## src/rtl/gpp_pkg.sv

```systemverilog
// constants shared across the general purpose port block
//
// Notes on behaviour
// - each pin's synchronized level is readable at all times, input or output
// - input path: latch transparent on high clock, then registered on rising edge
// - external pin edge reaches the sample bit after half to one and half periods
// - a written output value reaches the sample bit two periods after the latch write, one after the pad
// - sleep clamps each digital input to ground ahead of the input buffer
// - clamp bypassed on pins whose external interrupt is enabled or overridden
// - without pull-up override, pull-up on only for direction/latch/disable = 010
// - with pull-up override, its value alone switches the pull-up
// - direction override decides the driver enable, else the direction bit
// - driven value is the value override when enabled, else the output latch
// - toggle override from a peripheral inverts the pin's output latch bit
// - input enable override decides input enable, else sleep state decides
// - alternate digital input taken after the input buffer, before the synchronizer
// - analog path goes straight to the pad with no digital gating
// - strobes shared per port, clock/clamp/pull-up disable global, overrides per pin
// - pin 7 clock, 1 data out, 0 data in, 5/2 interrupts, 7..0 pin-change
// - direction one means output; reset tri-states all pins
// - writing one into the sample location inverts that pin's output latch
// - input pin with latch one gets pull-up unless globally disabled
package gpp_pkg;
    localparam int GPP_W = 8;
    localparam int GPP_AW = 2;
    localparam logic [GPP_AW-1:0] GPP_ADDR_SAMPLE = 2'h0;
    localparam logic [GPP_AW-1:0] GPP_ADDR_DIR = 2'h1;
    localparam logic [GPP_AW-1:0] GPP_ADDR_LATCH = 2'h2;
    localparam logic [GPP_AW-1:0] GPP_ADDR_CTRL = 2'h3;
    localparam logic [GPP_W-1:0] GPP_RST_BYTE = 8'h00;
    localparam int GPP_CTRL_PUD_BIT = 4;
    localparam int GPP_PIN_SCK = 7;
    localparam int GPP_PIN_MOSI = 1;
    localparam int GPP_PIN_MISO = 0;
    localparam int GPP_PIN_IRQ_TWO = 5;
    localparam int GPP_PIN_IRQ_ONE = 2;
endpackage : gpp_pkg

```

## src/rtl/gpp_pin.sv

```systemverilog
// one port pin: override muxing, sleep clamp and two-stage synchronizer
`timescale 1ns/1ps
module gpp_pin
    import gpp_pkg::*;
(
    // clock and reset
    input  wire logic mclk,
    input  wire logic rst,
    // pad side
    input  wire logic pad_in,
    // register bits and global controls
    input  wire logic pin_direction_bit,
    input  wire logic pin_output_latch_bit,
    input  wire logic global_pullup_disable,
    input  wire logic sleep_clamp,
    // overrides of this pin
    input  wire logic pullup_override_enable,
    input  wire logic pullup_override_value,
    input  wire logic direction_override_enable,
    input  wire logic direction_override_value,
    input  wire logic value_override_enable,
    input  wire logic value_override_value,
    input  wire logic input_enable_override_enable,
    input  wire logic input_enable_override_value,
    // results
    output logic      drive_en,
    output logic      drive_val,
    output logic      pullup_en,
    output logic      sample_bit,
    output logic      alt_digital_input,
    output logic      analog_pad_signal
);
    logic drive_en_r, drive_en_nxt;
    logic drive_val_r, drive_val_nxt;
    logic pullup_r, pullup_nxt;
    logic sync_lat_r, sync_lat_nxt;
    logic sample_r, sample_nxt;
    logic in_en;

    // driver, value and pull-up selection
    always_comb begin
        drive_en_nxt = direction_override_enable ? direction_override_value : pin_direction_bit;
        drive_val_nxt = value_override_enable ? value_override_value : pin_output_latch_bit;
        if (pullup_override_enable) begin
            pullup_nxt = pullup_override_value;
        end else begin
            pullup_nxt = !pin_direction_bit && pin_output_latch_bit && !global_pullup_disable;
        end
        if (rst) begin
            drive_en_nxt = 1'b0;
            drive_val_nxt = 1'b0;
            pullup_nxt = 1'b0;
        end
    end

    always_ff @(posedge mclk) begin
        drive_en_r <= drive_en_nxt;
        drive_val_r <= drive_val_nxt;
        pullup_r <= pullup_nxt;
    end

    // input enable: the override wins over the sleep controller
    assign in_en = input_enable_override_enable ? input_enable_override_value : !sleep_clamp;
    // clamped to ground in sleep so a floating pad cannot burn current
    assign alt_digital_input = pad_in && in_en;
    // analog path sees the raw pad, never the clamp
    assign analog_pad_signal = pad_in;

    // latch stage: falling-edge capture stands in for the high-transparent latch;
    // a pin we drive feeds the latch from the driver so read back takes one period
    always_comb begin
        sync_lat_nxt = drive_en_r ? drive_val_r : alt_digital_input;
        sample_nxt = sync_lat_r;
        if (rst) begin
            sync_lat_nxt = 1'b0;
            sample_nxt = 1'b0;
        end
    end

    always_ff @(negedge mclk) begin
        sync_lat_r <= sync_lat_nxt;
    end

    always_ff @(posedge mclk) begin
        sample_r <= sample_nxt;
    end

    assign drive_en = drive_en_r;
    assign drive_val = drive_val_r;
    assign pullup_en = pullup_r;
    assign sample_bit = sample_r;
endmodule : gpp_pin

```

## src/rtl/gpp_port.sv

```systemverilog
// eight-pin general purpose port with register port and peripheral overrides
//
// Decided for this implementation: strobed register access and the register addresses.
`timescale 1ns/1ps
module gpp_port
    import gpp_pkg::*;
(
    // clock and reset
    input  wire logic              mclk,
    input  wire logic              rst,
    // register port, shared by all pins of the port
    input  wire logic [GPP_AW-1:0] reg_addr,
    input  wire logic [GPP_W-1:0]  reg_wdata,
    input  wire logic              port_write_strobe,
    input  wire logic              port_read_strobe,
    output logic      [GPP_W-1:0]  reg_rdata,
    // global controls
    input  wire logic              sleep_clamp,
    // pads
    input  wire logic [GPP_W-1:0]  pad_in,
    output logic      [GPP_W-1:0]  pad_out,
    output logic      [GPP_W-1:0]  pad_oe,
    output logic      [GPP_W-1:0]  pad_pullup_en,
    // per-pin overrides from peripherals
    input  wire logic [GPP_W-1:0]  pullup_override_enable,
    input  wire logic [GPP_W-1:0]  pullup_override_value,
    input  wire logic [GPP_W-1:0]  direction_override_enable,
    input  wire logic [GPP_W-1:0]  direction_override_value,
    input  wire logic [GPP_W-1:0]  value_override_enable,
    input  wire logic [GPP_W-1:0]  value_override_value,
    input  wire logic [GPP_W-1:0]  toggle_override_enable,
    input  wire logic [GPP_W-1:0]  input_enable_override_enable,
    input  wire logic [GPP_W-1:0]  input_enable_override_value,
    // external interrupt enables of the interrupt pins
    input  wire logic              ext_irq_one_en,
    input  wire logic              ext_irq_two_en,
    // alternate inputs to peripherals
    output logic      [GPP_W-1:0]  alt_digital_input,
    output logic      [GPP_W-1:0]  analog_pad_signal,
    output logic      [GPP_W-1:0]  pin_change_irq_sources,
    output logic                   ext_irq_one,
    output logic                   ext_irq_two,
    output logic                   spi_sck_in,
    output logic                   spi_mosi_in,
    output logic                   spi_miso_in
);
    logic [GPP_W-1:0] dir_r, dir_nxt;
    logic [GPP_W-1:0] latch_r, latch_nxt;
    logic             pud_r, pud_nxt;
    logic [GPP_W-1:0] rdata_r, rdata_nxt;
    logic [GPP_W-1:0] sample;
    logic [GPP_W-1:0] ie_oe;
    logic [GPP_W-1:0] ie_ov;
    logic [GPP_W-1:0] toggle_mask;

    // interrupt pins keep their input alive in sleep while their external interrupt is enabled
    always_comb begin
        ie_oe = input_enable_override_enable;
        ie_ov = input_enable_override_value;
        ie_oe[GPP_PIN_IRQ_ONE] = input_enable_override_enable[GPP_PIN_IRQ_ONE] || ext_irq_one_en;
        ie_ov[GPP_PIN_IRQ_ONE] = ext_irq_one_en || input_enable_override_value[GPP_PIN_IRQ_ONE];
        ie_oe[GPP_PIN_IRQ_TWO] = input_enable_override_enable[GPP_PIN_IRQ_TWO] || ext_irq_two_en;
        ie_ov[GPP_PIN_IRQ_TWO] = ext_irq_two_en || input_enable_override_value[GPP_PIN_IRQ_TWO];
    end

    // register writes; toggles stack on top of a plain write in the same cycle
    always_comb begin
        dir_nxt = dir_r;
        latch_nxt = latch_r;
        pud_nxt = pud_r;
        toggle_mask = toggle_override_enable;
        if (port_write_strobe) begin
            if (reg_addr == GPP_ADDR_SAMPLE) begin
                toggle_mask = toggle_mask | reg_wdata;
            end else if (reg_addr == GPP_ADDR_DIR) begin
                dir_nxt = reg_wdata;
            end else if (reg_addr == GPP_ADDR_LATCH) begin
                latch_nxt = reg_wdata;
            end else if (reg_addr == GPP_ADDR_CTRL) begin
                pud_nxt = reg_wdata[GPP_CTRL_PUD_BIT];
            end
        end
        latch_nxt = latch_nxt ^ toggle_mask;
        if (rst) begin
            dir_nxt = GPP_RST_BYTE;
            latch_nxt = GPP_RST_BYTE;
            pud_nxt = 1'b0;
        end
    end

    always_ff @(posedge mclk) begin
        dir_r <= dir_nxt;
        latch_r <= latch_nxt;
        pud_r <= pud_nxt;
    end

    // read data: valid only in the cycle after the strobe, zero otherwise
    always_comb begin
        rdata_nxt = GPP_RST_BYTE;
        if (port_read_strobe) begin
            if (reg_addr == GPP_ADDR_SAMPLE) begin
                rdata_nxt = sample;
            end else if (reg_addr == GPP_ADDR_DIR) begin
                rdata_nxt = dir_r;
            end else if (reg_addr == GPP_ADDR_LATCH) begin
                rdata_nxt = latch_r;
            end else if (reg_addr == GPP_ADDR_CTRL) begin
                rdata_nxt = GPP_RST_BYTE;
                rdata_nxt[GPP_CTRL_PUD_BIT] = pud_r;
            end
        end
        if (rst) begin
            rdata_nxt = GPP_RST_BYTE;
        end
    end

    always_ff @(posedge mclk) begin
        rdata_r <= rdata_nxt;
    end

    assign reg_rdata = rdata_r;

    // one pin slice per bit; overrides are individual, pud and clamp shared
    for (genvar i = 0; i < GPP_W; i++) begin : g_pin
        gpp_pin u_pin (
            .mclk                         (mclk),
            .rst                          (rst),
            .pad_in                       (pad_in[i]),
            .pin_direction_bit            (dir_r[i]),
            .pin_output_latch_bit         (latch_r[i]),
            .global_pullup_disable        (pud_r),
            .sleep_clamp                  (sleep_clamp),
            .pullup_override_enable       (pullup_override_enable[i]),
            .pullup_override_value        (pullup_override_value[i]),
            .direction_override_enable    (direction_override_enable[i]),
            .direction_override_value     (direction_override_value[i]),
            .value_override_enable        (value_override_enable[i]),
            .value_override_value         (value_override_value[i]),
            .input_enable_override_enable (ie_oe[i]),
            .input_enable_override_value  (ie_ov[i]),
            .drive_en                     (pad_oe[i]),
            .drive_val                    (pad_out[i]),
            .pullup_en                    (pad_pullup_en[i]),
            .sample_bit                   (sample[i]),
            .alt_digital_input            (alt_digital_input[i]),
            .analog_pad_signal            (analog_pad_signal[i])
        );
    end

    // alternate function assignment of this port
    assign pin_change_irq_sources = alt_digital_input;
    assign ext_irq_one = alt_digital_input[GPP_PIN_IRQ_ONE];
    assign ext_irq_two = alt_digital_input[GPP_PIN_IRQ_TWO];
    assign spi_sck_in = alt_digital_input[GPP_PIN_SCK];
    assign spi_mosi_in = alt_digital_input[GPP_PIN_MOSI];
    assign spi_miso_in = alt_digital_input[GPP_PIN_MISO];
endmodule : gpp_port

```

## config.mk

```make
export PLATFORM = sky130hd
export DESIGN_NAME = gpp_port
export DESIGN_NICKNAME = d
export VERILOG_FILES = /design/src/rtl/gpp_pkg.sv /design/src/rtl/gpp_pin.sv /design/src/rtl/gpp_port.sv
export SDC_FILE = /design/constraint.sdc
export NUM_CORES = 1
export LEC_CHECK = 0
export ABC_CLOCK_PERIOD_IN_PS = 1500
export BUFFER_PORTS_ARGS = -buffer_cell sky130_fd_sc_hd__buf_2
export CORE_MARGIN = 1
export CORE_UTILIZATION = 30
export DETAILED_ROUTE_END_ITERATION = 16
export GPL_TIMING_DRIVEN = 0
export HOLD_SLACK_MARGIN = 0.08
export PLACE_DENSITY_LB_ADDON = 0.15
export SYNTH_ARGS = -nofsm -noshare
export SYNTH_HDL_FRONTEND = slang
export SYNTH_SLANG_ARGS = --single-unit
```

## constraint.sdc

```tcl
create_clock -name mclk -period 1.5 [get_ports mclk]
set_input_delay 0.15 -clock mclk [delete_from_list [all_inputs] [get_ports mclk]]
set_output_delay 0.15 -clock mclk [all_outputs]
set_load 0.005 [all_outputs]
```

# Word-level counts from Yosys, hierarchy flattened
# Index checks and enable logic that the tools add are counted.
[op_classes]
reduce_logical = 42
mux = 50
bitwise = 6
n_eq_ne = 3
[ops]
columns = ["op", "count"]
rows = [
  ["8-bit two-way mux", 9],
  ["1-bit two-way mux", 40],
  ["1-bit logical AND", 24],
  ["1-bit logical NOT", 10],
  ["8-bit OR", 1],
  ["8-bit bitwise XOR", 1],
  ["5-bit two-way mux", 1],
  ["5-bit AND reduction", 1],
  ["2-bit equality test, second input constant", 2],
  ["1-bit logical OR", 4],
  ["1-bit NOT", 4],
  ["3-bit AND reduction", 1],
  ["2-bit by 1-bit equality test with 1-bit output, second input constant", 1],
  ["2-bit logical NOT", 1],
  ["2-bit OR reduction", 1],
]
[totals]
output_inout_bits = 61
regBits = 65
input_bits = 97
wordCells = 145

# Logic depth before layout (Yosys ltp)
[logic_depth]
ltp_word = 6
ltp_mapped = 7
ltp_nobuf = 6

# Hierarchy
# A second synthesis with hierarchy kept.
[hier_totals]
hier_cells = 356
area_unflattened_um2 = 3175.5
[modules_own_cells]
columns = ["mod", "instances", "seq_area_each_um2", "area_each_um2", "cells_each"]
rows = [
  ["gpp_pin", 8, 100.1, 206.4, 21],
  ["gpp_port", 1, 500.5, 1524.0, 188],
]

==> results.txt <==
In this run, CTS created clock tree buffers numbering 9. Summed over all nets, the switching power comes to 1110 µW. The area enclosed by the die boundary was 0.0112 mm². Summed over all layers, the routed wires come to 9.82 mm. The most used flip-flop cell after synthesis was sky130_fd_sc_hd__dfxtp_1. Setup violations remaining at the end of the flow were counted as 0. The initialized floorplan defines 37 standard-cell rows. The via count of the first global-routing pass is 3225. The tools report the number of fill cells as 1049. The final layout contains 693 nets. The analysis attributes to cell leakage a power of 0.00240 µW. The setup skew after layout is 49.0 ps. The tightest hold path in the finished design has a slack of 96.7 ps. The number of antenna violations at the first check in global routing was 0; the worst-case setup margin in the final layout was 17.8 ps. Counting distinct cell types in the post-synthesis netlist gives 32.

Averaged over all synthesized cells, the footprint is 8.74 µm². The number of placed I/O pins was 158. On the worst path, the slowest cell contributes a delay of 340 ps. Power spread over the standard cell area amounts to 838 mW/mm². The number of sinks driven by the clock tree came out at 65. The design area came out at 0.00486 mm².

The largest driver fanout on the critical path is 2. The capturing element type of the critical path is a register. The fraction of final layout cells sized beyond drive strength 1 is 38.5%. For the worst setup path, the data required time is 1010 ps. The switching part of the total power was 27.2%. The tool flagged a number of max-cap violations equal to 0. The placed instances occupy a cell area of 0.00418 mm². In this run the register-to-register setup slack is 20 ps. The clock tree synthesis step divided the H-tree into 3 levels. Global routing used 18.0% of the available tracks across all layers. The completed layout was analyzed and its total power is 4070 µW. The total area inside the core boundary comes to 0.0104 mm². Count of port buffers added during placement: 157. The run finished with clean final reports. Clock-pin slew was measured on the worst setup and hold paths at 70 ps. The sequential cell fraction of total power is 46.5%, and the total standard cell area after synthesis is 0.00322 mm².

Setup repair after global routing left no endpoint under its margin. In this run the horizontal extent of the chip is 106 µm. The Yosys step of the flow raised 0 warnings. The clock passes through at most 2 buffers. The worst hold path class was input port to register. The run gives 15.3 mm as the global-route wire length before repair. The number of synthesized register bits was 65; the initial core utilization was 31.1%.

For the instance count after placement with tap cells included, the log shows 662. TritonCTS built the clock tree. In the routed design, unresolved DRC markers number 0.

The clock network accounts for 33.4% of the total power. CTS placed an instance of sky130_fd_sc_hd__clkbuf_8 at the clock tree root. At the pin with the least slew margin, the transition time is 627 ps.

The count of non-filler cells in the finished layout was 731. The share of synthesized registers carrying an async set or reset was 0%; the tightest slew margin relative to the limit was 58.2%. The synthesized design contains 0 enable-type register cells. Traced cell by cell, the critical path runs through mux2i_2 > nor2_1. The final number of hold-violating endpoints is 0, and the total count of max-transition violations in the final report is 0.

The total via count in the routed design was 3282. The tools report the total congestion overflow as 0. The violation count after the first detailed-route iteration is 115, and the synthesis-to-layout area growth is 50.8%.

The internal power of the cells was 2970 µW; the post-route antenna net violation count was 0. 0 antenna diodes ended up in the layout. The critical-path cell with the highest stage delay is sky130_fd_sc_hd__dfxtp_2. Nature of the critical path startpoint: a register.

Dividing the detail-routed wire length by the instance count gives 13.4 µm. The placer's final routability congestion estimate is 0.760, and the worst-skew pair later-pin latency is 380 ps. When the netlist entered floorplanning its net count stood at 471.

The share of total power in combinational logic was 20.1%. The number of setup buffers added after CTS came out at 0. The die height was 106 µm. The logs give 40.4% for the share of the yosys chip area belonging to registers and 7.17 mm for the HPWL reported at the end of detailed placement. The signal arrival time at the worst endpoint was 990 ps; the maximum VDD drop was 0.000321 V. Before antenna repair, the detailed router went through 4 iterations.

Entering global routing, the biggest net connects 11 pins. Dividing the detail-routed via count by the number of cells gives 4.49. The setup path with the least slack is of type register to register. The logs give 369 for the cell count after synthesis and -474 ps for the minimum setup slack after placement.
[power by group through the flow]
stage | combinational, µW | sequential (µW) | clock (µW)
after floorplan | 391 | 1900 | 37.0
after global placement | 693 | 1930 | 37.0
after detailed placement | 704 | 1930 | 37.0
after CTS | 821 | 1890 | 1380
after global routing | 902 | 1910 | 1500
final | 818 | 1900 | 1360
[cells in the final DEF, fill, tap and decap left out, drive strengths merged, types with 9 or more instances in the layout]
cell type / Yosys / layout
clkbuf: 7 / 18
and2: 9 / 9
nor2b: 14 / 14
dlygate4sd3: 0 / 48
nand2: 25 / 25
buf: 57 / 214
nand3b: 9 / 9
nor2: 41 / 41
a21oi: 28 / 28
mux2i: 27 / 27
dfxtp: 65 / 65
inv: 11 / 18
[Yosys cell counts (5+ instances only)]
cell,count,area share (%)
sky130_fd_sc_hd__dfxtp_1,65,40
sky130_fd_sc_hd__buf_4,50,12
sky130_fd_sc_hd__nor2_1,41,4.8
sky130_fd_sc_hd__a21oi_1,28,4.3
sky130_fd_sc_hd__mux2i_1,27,8.4
sky130_fd_sc_hd__nand2_1,25,2.9
sky130_fd_sc_hd__nor2b_1,14,2.7
sky130_fd_sc_hd__inv_1,11,1.3
sky130_fd_sc_hd__and2_1,9,1.7
sky130_fd_sc_hd__nand3b_1,9,2.1
sky130_fd_sc_hd__o21ai_0,8,1.2
sky130_fd_sc_hd__a21o_1,7,1.6
sky130_fd_sc_hd__a31oi_1,7,1.4
sky130_fd_sc_hd__clkbuf_1,7,0.82
sky130_fd_sc_hd__nand3_1,7,1.1
sky130_fd_sc_hd__nor4b_1,7,1.9
sky130_fd_sc_hd__o2111ai_1,7,1.9
sky130_fd_sc_hd__or3_1,7,1.4
sky130_fd_sc_hd__a221oi_1,6,1.6
sky130_fd_sc_hd__ha_1,5,1.9
sky130_fd_sc_hd__nor3_1,5,0.78
[kinds of logic (layout without fill, tap and decap cells)]
group | count (synthesis) | in the layout | share of synthesized area [%]
AND/OR/NAND/NOR | 130 | 130 | 21.3
multiplexers | 27 | 27 | 8.38
adder cells (fa/ha/maj) | 5 | 5 | 1.94
XOR/XNOR | 1 | 1 | 0.272
flip-flops | 65 | 65 | 40.4
AO/OA/AOI/OAI | 66 | 66 | 12.9
buffers and inverters | 75 | 301 | 14.9
[per-stage QoR]
step / TNS [ps] / util, %
floorplan: -188 / -
global placement: -5170 / 40.3
detailed placement: -5420 / 40.3
CTS: 0 / 46.8
global route: 0 / 46.9
finish: 0 / 46.9
[final timing paths]
kind | from | end | depth (start not counted)
max | g_pin[2].u_pin.drive_en | g_pin[2].u_pin.sync_lat_r | 2
min | reg_wdata[6] | dir_r[6] | 3
max reg2reg | g_pin[2].u_pin.drive_en | g_pin[2].u_pin.sync_lat_r | 2
min reg2reg | g_pin[4].u_pin.sample_bit | reg_rdata[4] | 2
[per-layer routing]
metal  global-route usage [%]  part of all wire [%]  vias up
met4                     7.24                   1.2        0
met3                     4.27                   4.6        8
met1                     20.9                    44     1534
met2                     31.6                    50       70
met5                        0                     0        -
li1                         -                     -     1670
[worst max-delay path, delay by kind of cell, from the launching register on]
kind / cells / cell delay, ps
DFF: 1 / 340
and+or+nand+nor: 1 / 60
muxes: 1 / 250
[sequential cells by signal (all words and copies together), names as in the netlist]
name,cells
g_pin.u_pin.drive_val,8
g_pin.u_pin.drive_en,8
pud_r,1
g_pin.u_pin.pullup_en,8
latch_r,8
dir_r,8
reg_rdata,8
g_pin.u_pin.sample_bit,8
g_pin.u_pin.sync_lat_r,8
[final cells by class]
| class | count | area (µm²) | share of cell area [%] |
|---|---|---|---|
| Multi-Input combinational cell | 229 | 1460 | 29.9 |
| Sequential cell | 65 | 1300 | 26.8 |
| Timing Repair Buffer | 205 | 1270 | 26.1 |
| Buffer | 63 | 437 | 8.98 |
| Tap cell | 136 | 170 | 3.50 |
| Clock buffer | 12 | 145 | 2.99 |
| Clock inverter | 11 | 46.3 | 0.952 |
| Inverter | 10 | 37.5 | 0.772 |
[repair_timing]
item,in CTS,in global routing
setup endpoints to repair,2,4
hold buffers,48,0
gates resized for setup,3,3
pin swaps,0,1
hold endpoints to repair,25,0
Note: power is estimated with default switching activity, not from simulation.
